**config.mk**
```make
export PLATFORM = sky130hd
export DESIGN_NAME = rts_top
export DESIGN_NICKNAME = d
export VERILOG_FILES = /design/src/core/rts_pkg.sv /design/src/core/rts_top.sv
export SDC_FILE = /design/constraint.sdc
export NUM_CORES = 1
export LEC_CHECK = 0
export ABC_AREA = 1
export BUFFER_PORTS_ARGS = -buffer_cell sky130_fd_sc_hd__buf_2
export CORE_MARGIN = 2
export CORE_UTILIZATION = 60
export DETAILED_ROUTE_END_ITERATION = 7
export PLACE_DENSITY_LB_ADDON = 0.3
export SKIP_LAST_GASP = 1
export SLEW_MARGIN = 20
export SYNTH_ARGS = -nofsm -noshare
export SYNTH_HDL_FRONTEND = slang
export SYNTH_SLANG_ARGS = --single-unit
```
**constraint.sdc**
```tcl
create_clock -name mclk -period 3.6 [get_ports mclk]
set_input_delay 0.54 -clock mclk [delete_from_list [all_inputs] [get_ports mclk]]
set_output_delay 0.54 -clock mclk [all_outputs]
set_load 0.03 [all_outputs]
```
**src/core/rts_pkg.sv**
```systemverilog
// package for the ramp time selector: register map, field layouts, reset values, timing
package rts_pkg;
  localparam logic [7:0]  ADDR_ACCEL_A     = 8'h00;
  localparam logic [7:0]  ADDR_DECEL_A     = 8'h04;
  localparam logic [7:0]  ADDR_ACCEL_B     = 8'h08;
  localparam logic [7:0]  ADDR_DECEL_B     = 8'h0c;
  localparam logic [7:0]  ADDR_ACCEL_C     = 8'h10;
  localparam logic [7:0]  ADDR_DECEL_C     = 8'h14;
  localparam logic [7:0]  ADDR_ACCEL_D     = 8'h18;
  localparam logic [7:0]  ADDR_DECEL_D     = 8'h1c;
  localparam logic [7:0]  ADDR_HALT_TIME   = 8'h20;
  localparam logic [7:0]  ADDR_UNIT_SEL    = 8'h24;
  localparam logic [7:0]  ADDR_SWITCH_FREQ = 8'h28;
  localparam logic [7:0]  ADDR_MAX_FREQ    = 8'h2c;
  localparam logic [7:0]  ADDR_FUNC_CFG    = 8'h30;
  localparam logic [7:0]  ADDR_STATUS      = 8'h34;
  localparam logic [7:0]  ADDR_IRQ_STAT    = 8'h38;
  localparam logic [7:0]  ADDR_IRQ_MASK    = 8'h3c;

  localparam logic [15:0] ACCEL_RST        = 16'h0258;
  localparam logic [15:0] DECEL_RST        = 16'h04b0;
  localparam logic [15:0] HALT_TIME_RST    = 16'h04b0;
  localparam logic        UNIT_SEL_RST     = 1'b1;
  localparam logic [15:0] SWITCH_FREQ_RST  = 16'h0000;
  localparam logic [15:0] MAX_FREQ_RST     = 16'h0258;
  localparam logic [15:0] UNIT_FINE_LIMIT  = 16'h1771;

  localparam logic [1:0]  RESP_OKAY        = 2'h0;
  localparam logic [1:0]  RESP_SLVERR      = 2'h2;

  localparam int          IRQ_HALT         = 0;
  localparam int          IRQ_PAIR         = 1;
  localparam int          IRQ_UNIT_REJ     = 2;
  localparam int          IRQ_CONFLICT     = 3;
  localparam int          IRQ_W            = 4;

  localparam int          CLK_MHZ          = 250;
  localparam int          TICK_FINE_US     = 10000;
  localparam int          TICK_COARSE_US   = 100000;
  localparam int          TICK_FINE_CYC    = TICK_FINE_US * CLK_MHZ;
  localparam int          TICK_COARSE_CYC  = TICK_COARSE_US * CLK_MHZ;
  localparam logic [5:0]  DIV_STEPS        = 6'h20;

  typedef struct packed {
    logic overheat_act;
    logic coast_stop;
    logic pm_motor;
    logic halt_stat_out;
    logic halt_nc;
    logic halt_no;
    logic motor_sel;
    logic sel2;
    logic sel1;
  } rts_cfg_s;

  typedef struct packed {
    logic sel1;
    logic sel2;
    logic motor;
    logic halt;
    logic run_cmd;
    logic overheat_prealarm;
    logic fault_halt_req;
    logic freq_zero;
    logic ramp_up;
  } rts_in_s;

  typedef struct packed {
    logic [3:0][15:0]    accel;
    logic [3:0][15:0]    decel;
    logic [15:0]         halt_time;
    logic                unit_sel;
    logic [15:0]         switch_freq;
    logic [15:0]         max_freq;
    rts_cfg_s            cfg;
    logic [IRQ_W-1:0]    irq_stat;
    logic [IRQ_W-1:0]    irq_mask;
    logic                awready;
    logic                wready;
    logic                aw_have;
    logic                w_have;
    logic [7:0]          waddr;
    logic [31:0]         wdata;
    logic [3:0]          wstrb;
    logic                bvalid;
    logic [1:0]          bresp;
    logic                arready;
    logic                rvalid;
    logic [31:0]         rdata;
    logic [1:0]          rresp;
    logic [1:0]          pair;
    logic                motor2;
    logic                conflict;
    logic                halting;
    logic                run_block;
    logic                run_ok;
    logic                halt_status;
    logic                coast;
    logic [15:0]         act_accel;
    logic [15:0]         act_decel;
    logic [31:0]         tick_cnt;
    logic                tick;
    logic [5:0]          div_cnt;
    logic [15:0]         divisor;
    logic [31:0]         dvd;
    logic [16:0]         rem;
    logic [31:0]         quo;
    logic [31:0]         step;
    logic                irq;
  } rts_st_s;
endpackage

```
**src/core/rts_top.sv**
```systemverilog
// ramp time selector: pair selection, fast stop latch, time units, ramp step and axi4-lite registers
// Notes on behaviour
// - each accel time is the ramp from 0 Hz to the maximum output frequency
// - each decel time is the ramp from maximum output frequency to 0 Hz
// - after reset pair 1 is active; accel defaults 60.0 s, decel 120.0 s
// - two select inputs form a code choosing one of four pairs; unassigned reads 0
// - with motor select, select1 picks pairs 1/2 for motor 1, 3/4 for motor 2
// - select2 and motor select both assigned raise a configuration conflict error
// - motor 2 selection is unavailable with a permanent-magnet motor
// - auto switching uses pair 4 below the switch frequency, else pair 1 or 3
// - a contact-selected pair overrides automatic frequency-level switching
// - a zero switch frequency disables automatic switching
// - fast stop latches on a momentary input and decelerates with the halt time
// - after fast stop, restart waits for stop, input release and a fresh run
// - the fast stop status output is high for the whole fast stop
// - faults and overheat pre-alarm may request the same latched fast stop
// - time unit 0 reads all times in 0.01 s steps
// - time unit 1, the default, reads all times in 0.1 s steps
// - changing to unit 0 is refused while any time is 600.1 s or more
// - coast stop bypasses the deceleration ramp
`timescale 1ns/1ps
`default_nettype none
module rts_top
  import rts_pkg::*;
#(
  parameter int TICK_FINE   = TICK_FINE_CYC,
  parameter int TICK_COARSE = TICK_COARSE_CYC
) (
  input  wire logic        mclk,
  input  wire logic        rst_n,
  input  wire logic [7:0]  s_axi_awaddr,
  input  wire logic        s_axi_awvalid,
  output logic             s_axi_awready,
  input  wire logic [31:0] s_axi_wdata,
  input  wire logic [3:0]  s_axi_wstrb,
  input  wire logic        s_axi_wvalid,
  output logic             s_axi_wready,
  output logic [1:0]       s_axi_bresp,
  output logic             s_axi_bvalid,
  input  wire logic        s_axi_bready,
  input  wire logic [7:0]  s_axi_araddr,
  input  wire logic        s_axi_arvalid,
  output logic             s_axi_arready,
  output logic [31:0]      s_axi_rdata,
  output logic [1:0]       s_axi_rresp,
  output logic             s_axi_rvalid,
  input  wire logic        s_axi_rready,
  input  wire rts_in_s     pins,
  input  wire logic [15:0] out_freq,
  output logic [1:0]       active_pair,
  output logic [15:0]      active_accel_time,
  output logic [15:0]      active_decel_time,
  output logic [31:0]      ramp_step,
  output logic             ramp_tick,
  output logic             run_enable,
  output logic             halt_status_out,
  output logic             coast_stop,
  output logic             irq
);
  rts_st_s s;
  rts_st_s n;

  localparam rts_st_s RST_ST = '{
    accel: {4{ACCEL_RST}}, decel: {4{DECEL_RST}}, halt_time: HALT_TIME_RST,
    unit_sel: UNIT_SEL_RST, switch_freq: SWITCH_FREQ_RST, max_freq: MAX_FREQ_RST,
    awready: 1'b1, wready: 1'b1, arready: 1'b1, default: '0};

  function automatic logic [15:0] merge16(input logic [15:0] old, input logic [31:0] d, input logic [3:0] b);
    merge16 = {b[1] ? d[15:8] : old[15:8], b[0] ? d[7:0] : old[7:0]};
  endfunction

  logic             s1;
  logic             s2;
  logic             m_en;
  logic             contact;
  logic [1:0]       cpair;
  logic             trig;
  logic             wr_go;
  logic             too_long;
  logic [IRQ_W-1:0] ev;
  logic [16:0]      rem_sh;
  logic [31:0]      tick_len;
  logic [7:0]       ra;

  always_comb begin
    n = s;
    ev = '0;
    // pair selection from contacts, motor selection or frequency level
    n.conflict = s.cfg.sel2 & s.cfg.motor_sel;
    m_en = s.cfg.motor_sel & ~s.cfg.pm_motor & ~n.conflict;
    s1 = s.cfg.sel1 & pins.sel1;
    s2 = s.cfg.sel2 & pins.sel2;
    n.motor2 = m_en & pins.motor;
    contact = m_en ? s1 : (s1 | s2);
    cpair = m_en ? {n.motor2, s1} : {s2, s1};
    if (!contact && s.switch_freq != 16'h0000) begin
      n.pair = (out_freq < s.switch_freq) ? 2'h3 : {n.motor2, 1'b0};
    end else begin
      n.pair = cpair;
    end
    if (n.pair != s.pair) begin
      ev[IRQ_PAIR] = 1'b1;
    end
    if (n.conflict && !s.conflict) begin
      ev[IRQ_CONFLICT] = 1'b1;
    end

    // fast stop latch and restart lockout
    trig = (s.cfg.halt_no & pins.halt) | (s.cfg.halt_nc & ~pins.halt)
         | pins.fault_halt_req | (s.cfg.overheat_act & pins.overheat_prealarm);
    if (trig) begin
      n.halting = 1'b1;
      n.run_block = 1'b1;
      ev[IRQ_HALT] = ~s.halting;
    end else if (s.halting && pins.freq_zero) begin
      n.halting = 1'b0;
    end
    if (!n.halting && !pins.run_cmd) begin
      n.run_block = 1'b0;
    end
    n.run_ok = pins.run_cmd & ~n.run_block & ~n.halting;
    n.halt_status = n.halting & s.cfg.halt_stat_out;
    n.coast = s.cfg.coast_stop & ~pins.run_cmd & ~n.halting;

    // active times; the selected pair takes effect without touching the output frequency
    n.act_accel = s.accel[n.pair];
    n.act_decel = n.halting ? s.halt_time : s.decel[n.pair];

    // tick base follows the time unit
    tick_len = s.unit_sel ? 32'(TICK_COARSE) : 32'(TICK_FINE);
    n.tick = 1'b0;
    if (s.tick_cnt + 32'h1 >= tick_len) begin
      n.tick_cnt = '0;
      n.tick = 1'b1;
    end else begin
      n.tick_cnt = s.tick_cnt + 32'h1;
    end

    // serial divider: step per tick is max frequency (16.16) over time in ticks
    rem_sh = {s.rem[15:0], s.dvd[31]};
    if (s.div_cnt == 6'h00) begin
      n.divisor = pins.ramp_up ? s.act_accel : s.act_decel;
      n.dvd = {s.max_freq, 16'h0000};
      n.rem = '0;
      n.quo = '0;
      n.div_cnt = DIV_STEPS;
    end else begin
      n.dvd = {s.dvd[30:0], 1'b0};
      if (rem_sh >= {1'b0, s.divisor}) begin
        n.rem = rem_sh - {1'b0, s.divisor};
        n.quo = {s.quo[30:0], 1'b1};
      end else begin
        n.rem = rem_sh;
        n.quo = {s.quo[30:0], 1'b0};
      end
      n.div_cnt = s.div_cnt - 6'h01;
      if (s.div_cnt == 6'h01) begin
        n.step = (s.divisor == 16'h0000) ? 32'hffffffff : n.quo;
      end
    end

    // write channel: address and data taken in either order
    if (s_axi_awvalid && s.awready) begin
      n.awready = 1'b0;
      n.aw_have = 1'b1;
      n.waddr = s_axi_awaddr;
    end
    if (s_axi_wvalid && s.wready) begin
      n.wready = 1'b0;
      n.w_have = 1'b1;
      n.wdata = s_axi_wdata;
      n.wstrb = s_axi_wstrb;
    end
    too_long = 1'b0;
    for (int i = 0; i < 4; i++) begin
      too_long = too_long | (s.accel[i] >= UNIT_FINE_LIMIT) | (s.decel[i] >= UNIT_FINE_LIMIT);
    end
    too_long = too_long | (s.halt_time >= UNIT_FINE_LIMIT);
    wr_go = s.aw_have & s.w_have & ~s.bvalid;
    if (wr_go) begin
      n.bvalid = 1'b1;
      n.bresp = RESP_OKAY;
      case (s.waddr)
        ADDR_ACCEL_A:     n.accel[0] = merge16(s.accel[0], s.wdata, s.wstrb);
        ADDR_DECEL_A:     n.decel[0] = merge16(s.decel[0], s.wdata, s.wstrb);
        ADDR_ACCEL_B:     n.accel[1] = merge16(s.accel[1], s.wdata, s.wstrb);
        ADDR_DECEL_B:     n.decel[1] = merge16(s.decel[1], s.wdata, s.wstrb);
        ADDR_ACCEL_C:     n.accel[2] = merge16(s.accel[2], s.wdata, s.wstrb);
        ADDR_DECEL_C:     n.decel[2] = merge16(s.decel[2], s.wdata, s.wstrb);
        ADDR_ACCEL_D:     n.accel[3] = merge16(s.accel[3], s.wdata, s.wstrb);
        ADDR_DECEL_D:     n.decel[3] = merge16(s.decel[3], s.wdata, s.wstrb);
        ADDR_HALT_TIME:   n.halt_time = merge16(s.halt_time, s.wdata, s.wstrb);
        ADDR_SWITCH_FREQ: n.switch_freq = merge16(s.switch_freq, s.wdata, s.wstrb);
        ADDR_MAX_FREQ:    n.max_freq = merge16(s.max_freq, s.wdata, s.wstrb);
        ADDR_UNIT_SEL: begin
          if (s.wstrb[0]) begin
            if (!s.wdata[0] && s.unit_sel && too_long) begin
              ev[IRQ_UNIT_REJ] = 1'b1;
              n.bresp = RESP_SLVERR;
            end else begin
              n.unit_sel = s.wdata[0];
            end
          end
        end
        ADDR_FUNC_CFG: begin
          if (s.wstrb[0]) begin
            n.cfg[7:0] = s.wdata[7:0];
          end
          if (s.wstrb[1]) begin
            n.cfg[8] = s.wdata[8];
          end
        end
        ADDR_IRQ_MASK: begin
          if (s.wstrb[0]) begin
            n.irq_mask = s.wdata[IRQ_W-1:0];
          end
        end
        ADDR_IRQ_STAT: begin
          if (s.wstrb[0]) begin
            n.irq_stat = s.irq_stat & ~s.wdata[IRQ_W-1:0];
          end
        end
        ADDR_STATUS: ;
        default: n.bresp = RESP_SLVERR;
      endcase
    end
    // a new event wins over a clear in the same cycle
    n.irq_stat = n.irq_stat | ev;
    n.irq = |(n.irq_stat & n.irq_mask);
    if (s.bvalid && s_axi_bready) begin
      n.bvalid = 1'b0;
      n.aw_have = 1'b0;
      n.w_have = 1'b0;
      n.awready = 1'b1;
      n.wready = 1'b1;
    end

    // read channel
    ra = s_axi_araddr;
    if (s_axi_arvalid && s.arready) begin
      n.arready = 1'b0;
      n.rvalid = 1'b1;
      n.rresp = RESP_OKAY;
      n.rdata = '0;
      case (ra)
        ADDR_ACCEL_A:     n.rdata[15:0] = s.accel[0];
        ADDR_DECEL_A:     n.rdata[15:0] = s.decel[0];
        ADDR_ACCEL_B:     n.rdata[15:0] = s.accel[1];
        ADDR_DECEL_B:     n.rdata[15:0] = s.decel[1];
        ADDR_ACCEL_C:     n.rdata[15:0] = s.accel[2];
        ADDR_DECEL_C:     n.rdata[15:0] = s.decel[2];
        ADDR_ACCEL_D:     n.rdata[15:0] = s.accel[3];
        ADDR_DECEL_D:     n.rdata[15:0] = s.decel[3];
        ADDR_HALT_TIME:   n.rdata[15:0] = s.halt_time;
        ADDR_UNIT_SEL:    n.rdata[0] = s.unit_sel;
        ADDR_SWITCH_FREQ: n.rdata[15:0] = s.switch_freq;
        ADDR_MAX_FREQ:    n.rdata[15:0] = s.max_freq;
        ADDR_FUNC_CFG:    n.rdata[8:0] = s.cfg;
        ADDR_STATUS:      n.rdata[5:0] = {s.motor2, s.run_block, s.conflict, s.halting, s.pair};
        ADDR_IRQ_STAT:    n.rdata[IRQ_W-1:0] = s.irq_stat;
        ADDR_IRQ_MASK:    n.rdata[IRQ_W-1:0] = s.irq_mask;
        default:          n.rresp = RESP_SLVERR;
      endcase
    end else if (s.rvalid && s_axi_rready) begin
      n.rvalid = 1'b0;
      n.arready = 1'b1;
    end
  end

  always_ff @(posedge mclk) begin
    if (!rst_n) begin
      s <= RST_ST;
    end else begin
      s <= n;
    end
  end

  assign s_axi_awready     = s.awready;
  assign s_axi_wready      = s.wready;
  assign s_axi_bvalid      = s.bvalid;
  assign s_axi_bresp       = s.bresp;
  assign s_axi_arready     = s.arready;
  assign s_axi_rvalid      = s.rvalid;
  assign s_axi_rdata       = s.rdata;
  assign s_axi_rresp       = s.rresp;
  assign active_pair       = s.pair;
  assign active_accel_time = s.act_accel;
  assign active_decel_time = s.act_decel;
  assign ramp_step         = s.step;
  assign ramp_tick         = s.tick;
  assign run_enable        = s.run_ok;
  assign halt_status_out   = s.halt_status;
  assign coast_stop        = s.coast;
  assign irq               = s.irq;

  // helper: a refused switch to the fine unit
  logic unit_rej_try;
  assign unit_rej_try = wr_go && s.waddr == ADDR_UNIT_SEL && s.wstrb[0] && !s.wdata[0] && s.unit_sel && too_long;

  property p_halt_latch;
    @(posedge mclk) disable iff (!rst_n) (pins.fault_halt_req) |=> s.halting ##0 halt_status_out == s.cfg.halt_stat_out;
  endproperty
  a_halt_latch: assert property (p_halt_latch) else $error("fast stop did not latch");

  property p_halt_hold;
    @(posedge mclk) disable iff (!rst_n) (s.halting && !pins.freq_zero) |=> s.halting;
  endproperty
  a_halt_hold: assert property (p_halt_hold) else $error("fast stop ended before stop");

  property p_no_restart;
    @(posedge mclk) disable iff (!rst_n) $rose(s.halting) |-> !run_enable [*3];
  endproperty
  a_no_restart: assert property (p_no_restart) else $error("run allowed during fast stop");

  property p_halt_time;
    @(posedge mclk) disable iff (!rst_n) s.halting |-> active_decel_time == $past(s.halt_time);
  endproperty
  a_halt_time: assert property (p_halt_time) else $error("fast stop time not used");

  property p_conflict;
    @(posedge mclk) disable iff (!rst_n) (s.cfg.sel2 && s.cfg.motor_sel) |=> s.conflict;
  endproperty
  a_conflict: assert property (p_conflict) else $error("conflict error missing");

  property p_pm_motor;
    @(posedge mclk) disable iff (!rst_n) s.cfg.pm_motor |=> !s.motor2;
  endproperty
  a_pm_motor: assert property (p_pm_motor) else $error("motor 2 selected with pm motor");

  property p_unit_rej;
    @(posedge mclk) disable iff (!rst_n) unit_rej_try |=> s.unit_sel && s.irq_stat[IRQ_UNIT_REJ] && s.bresp == RESP_SLVERR;
  endproperty
  a_unit_rej: assert property (p_unit_rej) else $error("unit change not refused");

  property p_auto_off;
    @(posedge mclk) disable iff (!rst_n)
      (s.switch_freq == 16'h0000 && !s.cfg.sel1 && !s.cfg.sel2 && !s.cfg.motor_sel) |=> active_pair == 2'h0;
  endproperty
  a_auto_off: assert property (p_auto_off) else $error("auto switching while disabled");

  property p_auto_low;
    @(posedge mclk) disable iff (!rst_n)
      (s.switch_freq != 16'h0000 && out_freq < s.switch_freq && !(s.cfg.sel1 && pins.sel1)
       && !(s.cfg.sel2 && pins.sel2)) |=> active_pair == 2'h3;
  endproperty
  a_auto_low: assert property (p_auto_low) else $error("pair 4 not used below switch level");

  property p_contact_prio;
    @(posedge mclk) disable iff (!rst_n)
      (s.cfg.sel1 && pins.sel1 && !s.cfg.motor_sel && !s.cfg.sel2) |=> active_pair == 2'h1;
  endproperty
  a_contact_prio: assert property (p_contact_prio) else $error("contact selection overridden");

  property p_halt_stat;
    @(posedge mclk) disable iff (!rst_n) halt_status_out == (s.halting && $past(s.cfg.halt_stat_out));
  endproperty
  a_halt_stat: assert property (p_halt_stat) else $error("fast stop status output wrong");

  property p_run_lock;
    @(posedge mclk) disable iff (!rst_n) s.run_block |-> !run_enable;
  endproperty
  a_run_lock: assert property (p_run_lock) else $error("run allowed while restart is locked");

  property p_coast_halt;
    @(posedge mclk) disable iff (!rst_n) s.halting |-> !coast_stop;
  endproperty
  a_coast_halt: assert property (p_coast_halt) else $error("coast stop during fast stop");

  c_halt: cover property (@(posedge mclk) disable iff (!rst_n) $fell(s.halting) ##[1:20] run_enable);
  c_pair4: cover property (@(posedge mclk) disable iff (!rst_n) active_pair == 2'h3 ##1 active_pair == 2'h0);
  c_unit: cover property (@(posedge mclk) disable iff (!rst_n) unit_rej_try);
  c_fine: cover property (@(posedge mclk) disable iff (!rst_n) ramp_tick && !s.unit_sel);
endmodule // rts_top
`default_nettype wire

```
=== Word level (Yosys, flattened, before mapping) ===
Cells that the tools add are included.
W data, S select, Z words.

* Register bits after elaboration: 455
* Input port bits: 84
* Output and inout bits: 112
* Word-level logic and storage cells: 256

* $add $sub $neg: 3
* $lt $le $gt $ge: 13
* Eq/ne operators: 32
* Muxes and demuxes: 43
* Bitwise logic cells: 43
* Reductions and logical operators: 54

{| class="wikitable"
|+ Operators with widths
! cell !! number
|-
| $ge A16 B13 Y1 const B || 9
|-
| $eq A8 B6 Y1 const B || 16
|-
| $mux W81 || 1
|-
| $pmux W7 S11 || 1
|-
| $reduce_and A3 Y1 || 24
|-
| $bmux W16 S2 || 2
|-
| $eq A8 B5 Y1 const B || 8
|-
| $mux W16 || 4
|-
| $mux W49 || 1
|-
| $pmux W3 S15 || 1
|-
| $pmux W3 S12 || 1
|-
| $add A32 B1 Y32 const B || 1
|-
| $eq A8 B4 Y1 const B || 4
|-
| $ge A32 B25 Y1 || 1
|-
| $mux W32 || 1
|-
| $pmux W2 S13 || 1
|-
| $mux W25 || 1
|-
| $ge A17 B16 Y1 || 1
|-
| $sub A17 B16 Y17 || 1
|-
| $and A1 B1 Y1 || 16
|-
| $eq A8 B3 Y1 const B || 2
|-
| $logic_not A16 Y1 || 1
|-
| $logic_not A8 Y1 || 2
|-
| $lt A16 B16 Y1 || 1
|-
| 27 further kinds || 87
|}

=== Longest topological paths before layout ===
Gate-level depths: netlist of the first run.

* Depth in word-level cells: 17
* Depth in mapped cells: 20
* Mapped depth without buffers: 20

=== Worst setup path before layout of the first run ===
OpenSTA, ideal clock, no wires.

* Path type: register -> register
* Start: reg s[137] (netlist bit)
* End: reg s[148] (netlist bit)
* Setup time: 122 ps
* Arrival time: 2813 ps
* Data required time: 3478 ps
* Path slack: 665 ps
* Cell stages (with the launch flop): 21
* Buffers on the path: 2
* Clock period less this slack: 2935 ps
* Cell sequence: dfxtp_1 ha_1 buf_2 inv_1 nor2_2 nand3_1 nor3_1 nand2_1 nor2_1 nand4_1 xor2_1 inv_1 ha_1 nand2_1 nor2_1 nand2_1 nor2_1 nand2_1 nand4_4 buf_6 nor2_2

* Cells in the longest elaborated chain, start to end: 3

{| class="wikitable"
|+ RTL lines
! element !! line !! RTL
|-
| start: declaration || rts_top.sv:60 || <nowiki>rts_st_s s;</nowiki>
|-
| start signal: assignment || rts_top.sv:274 || <nowiki>s <= n;</nowiki>
|-
| $add A32 B1 Y32 * || rts_top.sv:132, rts_top.sv:136 ||
|-
| $ge A32 B25 Y1 || rts_top.sv:132 || <nowiki>if (s.tick_cnt + 32'h1 >= tick_len) begin</nowiki>
|-
| $reduce_or A2 Y1 (no line) || n/a ||
|}

Every way passes the cells marked *; elsewhere a longest branch is shown, timed or not.
A chain may end at the register's enable or synchronous reset.

=== Worst setup path in the final report of the first run ===
* Start: reg s[141] (netlist bit)
* End: reg s[154] (netlist bit)

The elaborated chain is that of the path after synthesis.

==> run metrics, run 1 <==
Core Footprint 0.0344 mm²; slew margin rel. about two fifths; outcome completed; leakage power 9.67 nW; Die X roughly 190 µm; GR met3 Demand/Resource 4.81%; Tightest Pin Transition between 800 and 900 ps; Post-Syn Instances about 2,900; commonest non-fill, non-tap cell in the layout dfxtp_1; sw frac a little under a third; Final Slew Violations 0; Placed Area approximately 0.021 mm²; prevailing post-synth register cell dfxtp_1; Switch Pwr 0.00397 W; WL/cell 18.6 µm; sequential power share approximately two fifths; internal power slightly below 0.009 W; first-pass GRT wire length 99.3 mm; CTS tree built; busiest grt layer met2; critical path launch point type flop; htree depth 2; RSZ-0062 raised after global routing false; port bufs roughly 160; post-synth top area share between 40% and 50%; Synth area leaders dfxtp_1 42%, nand2_1 7.9%, inv_1 6.9%, a21oi_1 6.9%, o21ai_0 6.5%; Synth warnings 0; Required @ worst endpoint 4090 ps; Clk pwr share between 30% and 40%; Placer Congestion about 1; largest net degree at the start of global routing between 90 and 100; post-synthesis sequential element count ~440; Comb power frac 20.2%; M1 GR Usage a little under half; most frequent cells in the layout 437 x dfxtp_1, 436 x nand2_1, 382 x inv_1; Root Buffer clkbuf_16; die height approximately 190 µm; share of cells above drive strength 1 about 11%; Critical Path AT around 3700 ps; Residual DRC 0; Pwr Density ~560 mW/mm²; largest area contributor in the netlist dfxtp_1; initial core utilization between 60% and 70%; fin area around 0.023 mm²; drt pass-1 iters 7; total die area between 0.03 and 0.04 mm²; number of placed I/O pins between 150 and 200; Antenna Violating Nets Remaining 0; Mapped Area about 0.021 mm²; Crit. End Element flop; Filler cells 2,953; # Max-Cap Violations 0; register area share after synthesis between 40% and 50%; Overflow after GRT 0; Longest Clk Path Bufs 3; fin crit period roughly 3200 ps; Worst IR Drop VDD between 0.5 and 0.6 mV; final wirelength between 60 and 70 mm; Cell variety after synth 51; HP Class in -> reg; Avg Synthesized Cell Area just over 7 µm²; n_diodes 0; Clock Sinks roughly 440; M2 GR Usage 55.8%; Skew-Pair Late Insertion Delay around 570 ps; setup TNS 0 ps; EDFF count, synth 0; Layout area overhead 10.2%; GRT Util Overall 34.7%; routed vias/inst approximately 5.8; vias in the first global route approximately 19,000; DR iter-0 viols 2,130; TritonCTS Buffers 46; Clock Skew around 15 ps; NumNets Final 3,059; # setup viols final 0; Via Count between 15,000 and 20,000; Worst-path clk slew 60 ps; endpoints failing hold 0; period utilization 87.7%; f_max 317 MHz; Worst Path Max Fanout 12; hold_buf cts 0; CP Class reg -> reg; asr flop ratio synth 0%; Detail Placement HPWL between 40 and 50 mm; site row count 68; initial antenna violation count 0
==> through the flow <==
stage               hold slack (ps)  total power (W)  cells  utilization, %  worst slack [ps]
finish                          156           0.0128   3413            66.7               443
global route                    156           0.0133   3413            66.7              64.9
CTS                             146           0.0128   3410            66.5               214
detailed placement              422          0.00799   3328            62.1               241
global placement                414          0.00789   3328            62.1               353
floorplan                       406          0.00744   2901               -               665
==> critical path, stage by stage, from the launching register on <==
cell and delay (ps):
dfxtp_1 370, nand2_1 110, nor2_2 150, nand2_1 100, nor2_2 110, nand3_1 110, nor3_2 190, nand2_1 130
nor2_1 140, nand4_1 110, xor2_1 210, inv_1 70, ha_1 280, nand2_1 90, inv_1 40, nand2_1 50
nor2_1 50, a21oi_2 300, nand4_4 330, nor2_2 170
==> routing by layer <==
| layer | vias to the layer above | part of all wire [%] |
|---|---|---|
| li1 | 9472 | - |
| met5 | - | 0 |
| met3 | 208 | 8.9 |
| met1 | 9047 | 41 |
| met4 | 0 | 5.7 |
| met2 | 1026 | 45 |
==> area by class of cell <==
class                           count  area (µm²)  share of cell area [%]
Clock buffer                       68        1370                    6.00
Clock inverter                     14         171                   0.748
Inverter                          395        1480                    6.47
Multi-Input combinational cell   1841        9410                    41.1
Sequential cell                   437        8750                    38.2
Tap cell                          455         569                    2.48
Timing Repair Buffer              203        1160                    5.05
==> repair_timing <==
item,CTS,global route
setup endpoints to repair,0,25
setup buffers,0,2
gates resized for setup,0,2
==> kinds of logic after synthesis <==
group	after synthesis	share of synthesized area [%]
XOR/XNOR	30	1.26
AND/OR/NAND/NOR	984	20.1
adder cells (fa/ha/maj)	51	3.11
flip-flops	437	42.1
AO/OA/AOI/OAI	750	20.2
other	1	0.0180
buffers and inverters	624	13.3
==> power by group through the flow <==
stage / logic, W / registers [W] / clock network [W]
after detailed placement: 0.00253 / 0.00546 / 0
after global placement: 0.00244 / 0.00545 / 0
after CTS: 0.00255 / 0.00536 / 0.00489
after floorplan: 0.00208 / 0.00536 / 0
after global routing: 0.00286 / 0.00539 / 0.00509
final: 0.00258 / 0.00537 / 0.00486
==> worst paths after layout <==
| path | from | end | slack (ps) | cells past startpoint |
|---|---|---|---|---|
| worst max-delay path | s[141]$_SDFF_PP0_ | s[154]$_SDFF_PP0_ | 440 | 19 |
| worst min-delay path | pins[4] | coast_stop$_SDFF_PN0_ | 160 | 2 |
| worst max register to register | s[141]$_SDFF_PP0_ | s[154]$_SDFF_PP0_ | 440 | 19 |
| worst min register to register | s[38]$_SDFF_PP0_ | s[39]$_SDFF_PP0_ | 440 | 2 |
==> synth_stat cells (all sizes together) (9+ instances only) <==
cell and number:
clkinv 9, inv 386, nand4 34, clkbuf 113, o211ai 49, o31ai 12
a21oi 286, buf 116, o21ai 273, xnor2 15, nor2 329, o22ai 69
nor4 17, nor3 31, o32ai 16, ha 50, nand2 444, dfxtp 437
nand3 119, xor2 15
==> registers in the layout, summed over array words and instances, names as in the netlist <==
name               cells
s_axi_rdata           16
halt_status_out        1
s_axi_wready           1
irq                    1
active_pair            2
coast_stop             1
s_axi_arready          1
s_axi_bvalid           1
s_axi_bresp            1
s_axi_rvalid           1
rem_sh                17
run_enable             1
s                    326
s_axi_rresp            1
active_accel_time     16
ramp_tick              1
ramp_step             32
s_axi_awready          1
active_decel_time     16
Power figures use the tool's default switching activity.
==> inputs of run 2 (changes only) <==
--- a/config.mk
+++ b/config.mk
@@ -7,7 +7,6 @@
 export LEC_CHECK = 0
 export ABC_AREA = 1
 export BUFFER_PORTS_ARGS = -buffer_cell sky130_fd_sc_hd__buf_2
-export CORE_MARGIN = 2
 export CORE_UTILIZATION = 60
 export DETAILED_ROUTE_END_ITERATION = 7
 export PLACE_DENSITY_LB_ADDON = 0.3
==> run metrics, run 2 (same netlist as run 1, synthesis figures left out) <==
outcome completed; site row count 67; critical path launch point type flop; Tightest Pin Transition a little over 900 ps; Switch Pwr 0.00401 W; Die X around 190 µm; Crit. End Element flop; flop-to-flop setup slack ~310 ps; die height between 150 and 200 µm; fin crit period around 3300 ps; endpoints failing hold 0; Hold Slack 123 ps; Worst IR Drop VDD about 0.75 mV; NumNets Final 3,062; Residual DRC 0; total die area approximately 0.035 mm²; Layout area overhead 10.7%; Worst Path Max Fanout 4; HP Class in -> reg; setup TNS 0 ps; Most flops, register s; vias in the first global route around 19,000; htree depth 2; Worst-path clk slew 60 ps; Skew-Pair Late Insertion Delay 600 ps; CP max stage cell dfxtp_1; CP top delay family simple AND/OR/NAND/NOR gates; Antenna Violating Nets Remaining 0; routed vias/inst between 5 and 6; Detail Placement HPWL ~47 mm; Critical Path AT 3810 ps; Comb power frac 20.1%; # setup viols final 0; f_max 304 MHz; Via Count a little under 20,000; # Max-Cap Violations 0; WL/cell around 19 µm; commonest non-fill, non-tap cell in the layout dfxtp_1; sequential power share between 40% and 50%; CP Class reg -> reg; initial antenna violation count 2; Pwr Density roughly 570 mW/mm²; Root Buffer clkbuf_16; GRT Util Overall between 30% and 40%; largest net degree at the start of global routing between 80 and 90; CTS tree built; Clock Skew 19.2 ps; DR iter-0 viols about 2,200; period utilization roughly nine tenths; sw frac between 30 and 40%; leakage power slightly below 10 nW; Core Footprint 0.0338 mm²; n_diodes 0; TritonCTS Buffers 46; Required @ worst endpoint between 4000 and 5000 ps; final wirelength between 60 and 70 mm; CP Cell Sequence nand2_1 -> nor2_1 -> nand2_1 -> nor2_2 -> nand3_1 -> nor3_1 -> nand2_1 -> nor2_1 -> nand4_1 -> xor2_1 -> inv_1 -> ha_1 -> nand2_1 -> inv_1 -> nand2_1 -> nor2_1 -> a21oi_2 -> nand4_4 -> buf_4 -> nor2_2; internal power between 0.009 and 0.01 W; most frequent cells in the layout 437 x dfxtp_1, 436 x nand2_1, 382 x inv_1; number of placed I/O pins between 150 and 200; first-pass GRT wire length approximately 100 mm; drt pass-1 iters 8; share of cells above drive strength 1 a little under an eighth; Overflow after GRT 0; WP buf/inv 3; Placer Congestion roughly 1; CP most frequent cell nand2_1; Longest Clk Path Bufs 3; Clock Sinks approximately 440; slew margin rel. 38.7%; Largest register FFs between 300 and 400; hold_buf cts 0; port bufs approximately 160; Critical Path Max Stage Delay about 370 ps; initial core utilization about three fifths; Clk pwr share about two fifths; Final Slew Violations 0
-- run 2: changes by cell type in the layout (fill, tap and decap cells not counted), sizes merged --
cell | previous run | this run
buf | 203 | 206
clkinvlp | 3 | 2
inv | 388 | 386
clkinv | 15 | 18
bufinv | 3 | 6
clkbuf | 68 | 66
-- run 2: layout make-up --
type | count | area (µm²)
Clock buffer | 66 | 1340
Sequential cell | 437 | 8750
Tap cell | 448 | 561
Timing Repair Buffer | 206 | 1190
Fill cell | 2864 | 10800
Inverter | 395 | 1480
Multi-Input combinational cell | 1841 | 9410
Clock inverter | 17 | 288
-- run 2: through the flow --
stage          utilization (%)  power (W)  std cells  area, µm²  worst slack [ps]
6_report                  68.1     0.0130       3410      23000               314
5_1_grt                   68.1     0.0136       3410      23000             -1.18
4_1_cts                   67.9     0.0130       3406      22900               162
3_5_place_dp              63.1    0.00801       3323      21300               231
3_3_place_gp              63.1    0.00794       3323      21300               343
2_1_floorplan                -    0.00744       2901      20900               665
-- run 2: path summary, 6_finish.rpt --
| kind | startpoint | end | depth (start not counted) |
|---|---|---|---|
| max | s[143]$_SDFF_PP0_ | s[155]$_SDFF_PP0_ | 20 |
| min | pins[4] | coast_stop$_SDFF_PN0_ | 2 |
| max reg2reg | s[143]$_SDFF_PP0_ | s[155]$_SDFF_PP0_ | 20 |
| min reg2reg | s[105]$_SDFF_PN0_ | s[106]$_SDFF_PN0_ | 2 |
-- run 2: what timing repair did --
action / CTS / global route
resized for setup: 0 / 1
setup endpoints to repair: 0 / 25
setup buffers: 0 / 3
-- run 2: power groups by stage --
stage | clock network [W] | logic [W] | registers, W
after floorplan | 0 | 0.00208 | 0.00536
after global placement | 0 | 0.00250 | 0.00544
after detailed placement | 0 | 0.00256 | 0.00545
after CTS | 0.00508 | 0.00259 | 0.00535
after global routing | 0.00530 | 0.00291 | 0.00539
final | 0.00506 | 0.00262 | 0.00536
-- run 2: layer usage --
metal	vias to the layer above	global-route usage, %	wire length, µm
li1	9457	-	-
met4	4	20.5	3710
met2	950	58.1	29600
met3	243	6.33	5200
met5	-	0	22
met1	9206	43.8	25400
-- run 2: worst register-to-register path, cell delays in order (launching register included) --
cell	delay (ps)
dfxtp_1	370
nand2_1	110
nor2_1	160
nand2_1	100
nor2_2	120
nand3_1	100
nor3_1	310
nand2_1	140
nor2_1	160
nand4_1	110
xor2_1	230
inv_1	70
ha_1	270
nand2_1	80
inv_1	40
nand2_1	60
nor2_1	50
a21oi_2	310
nand4_4	160
buf_4	200
nor2_2	80
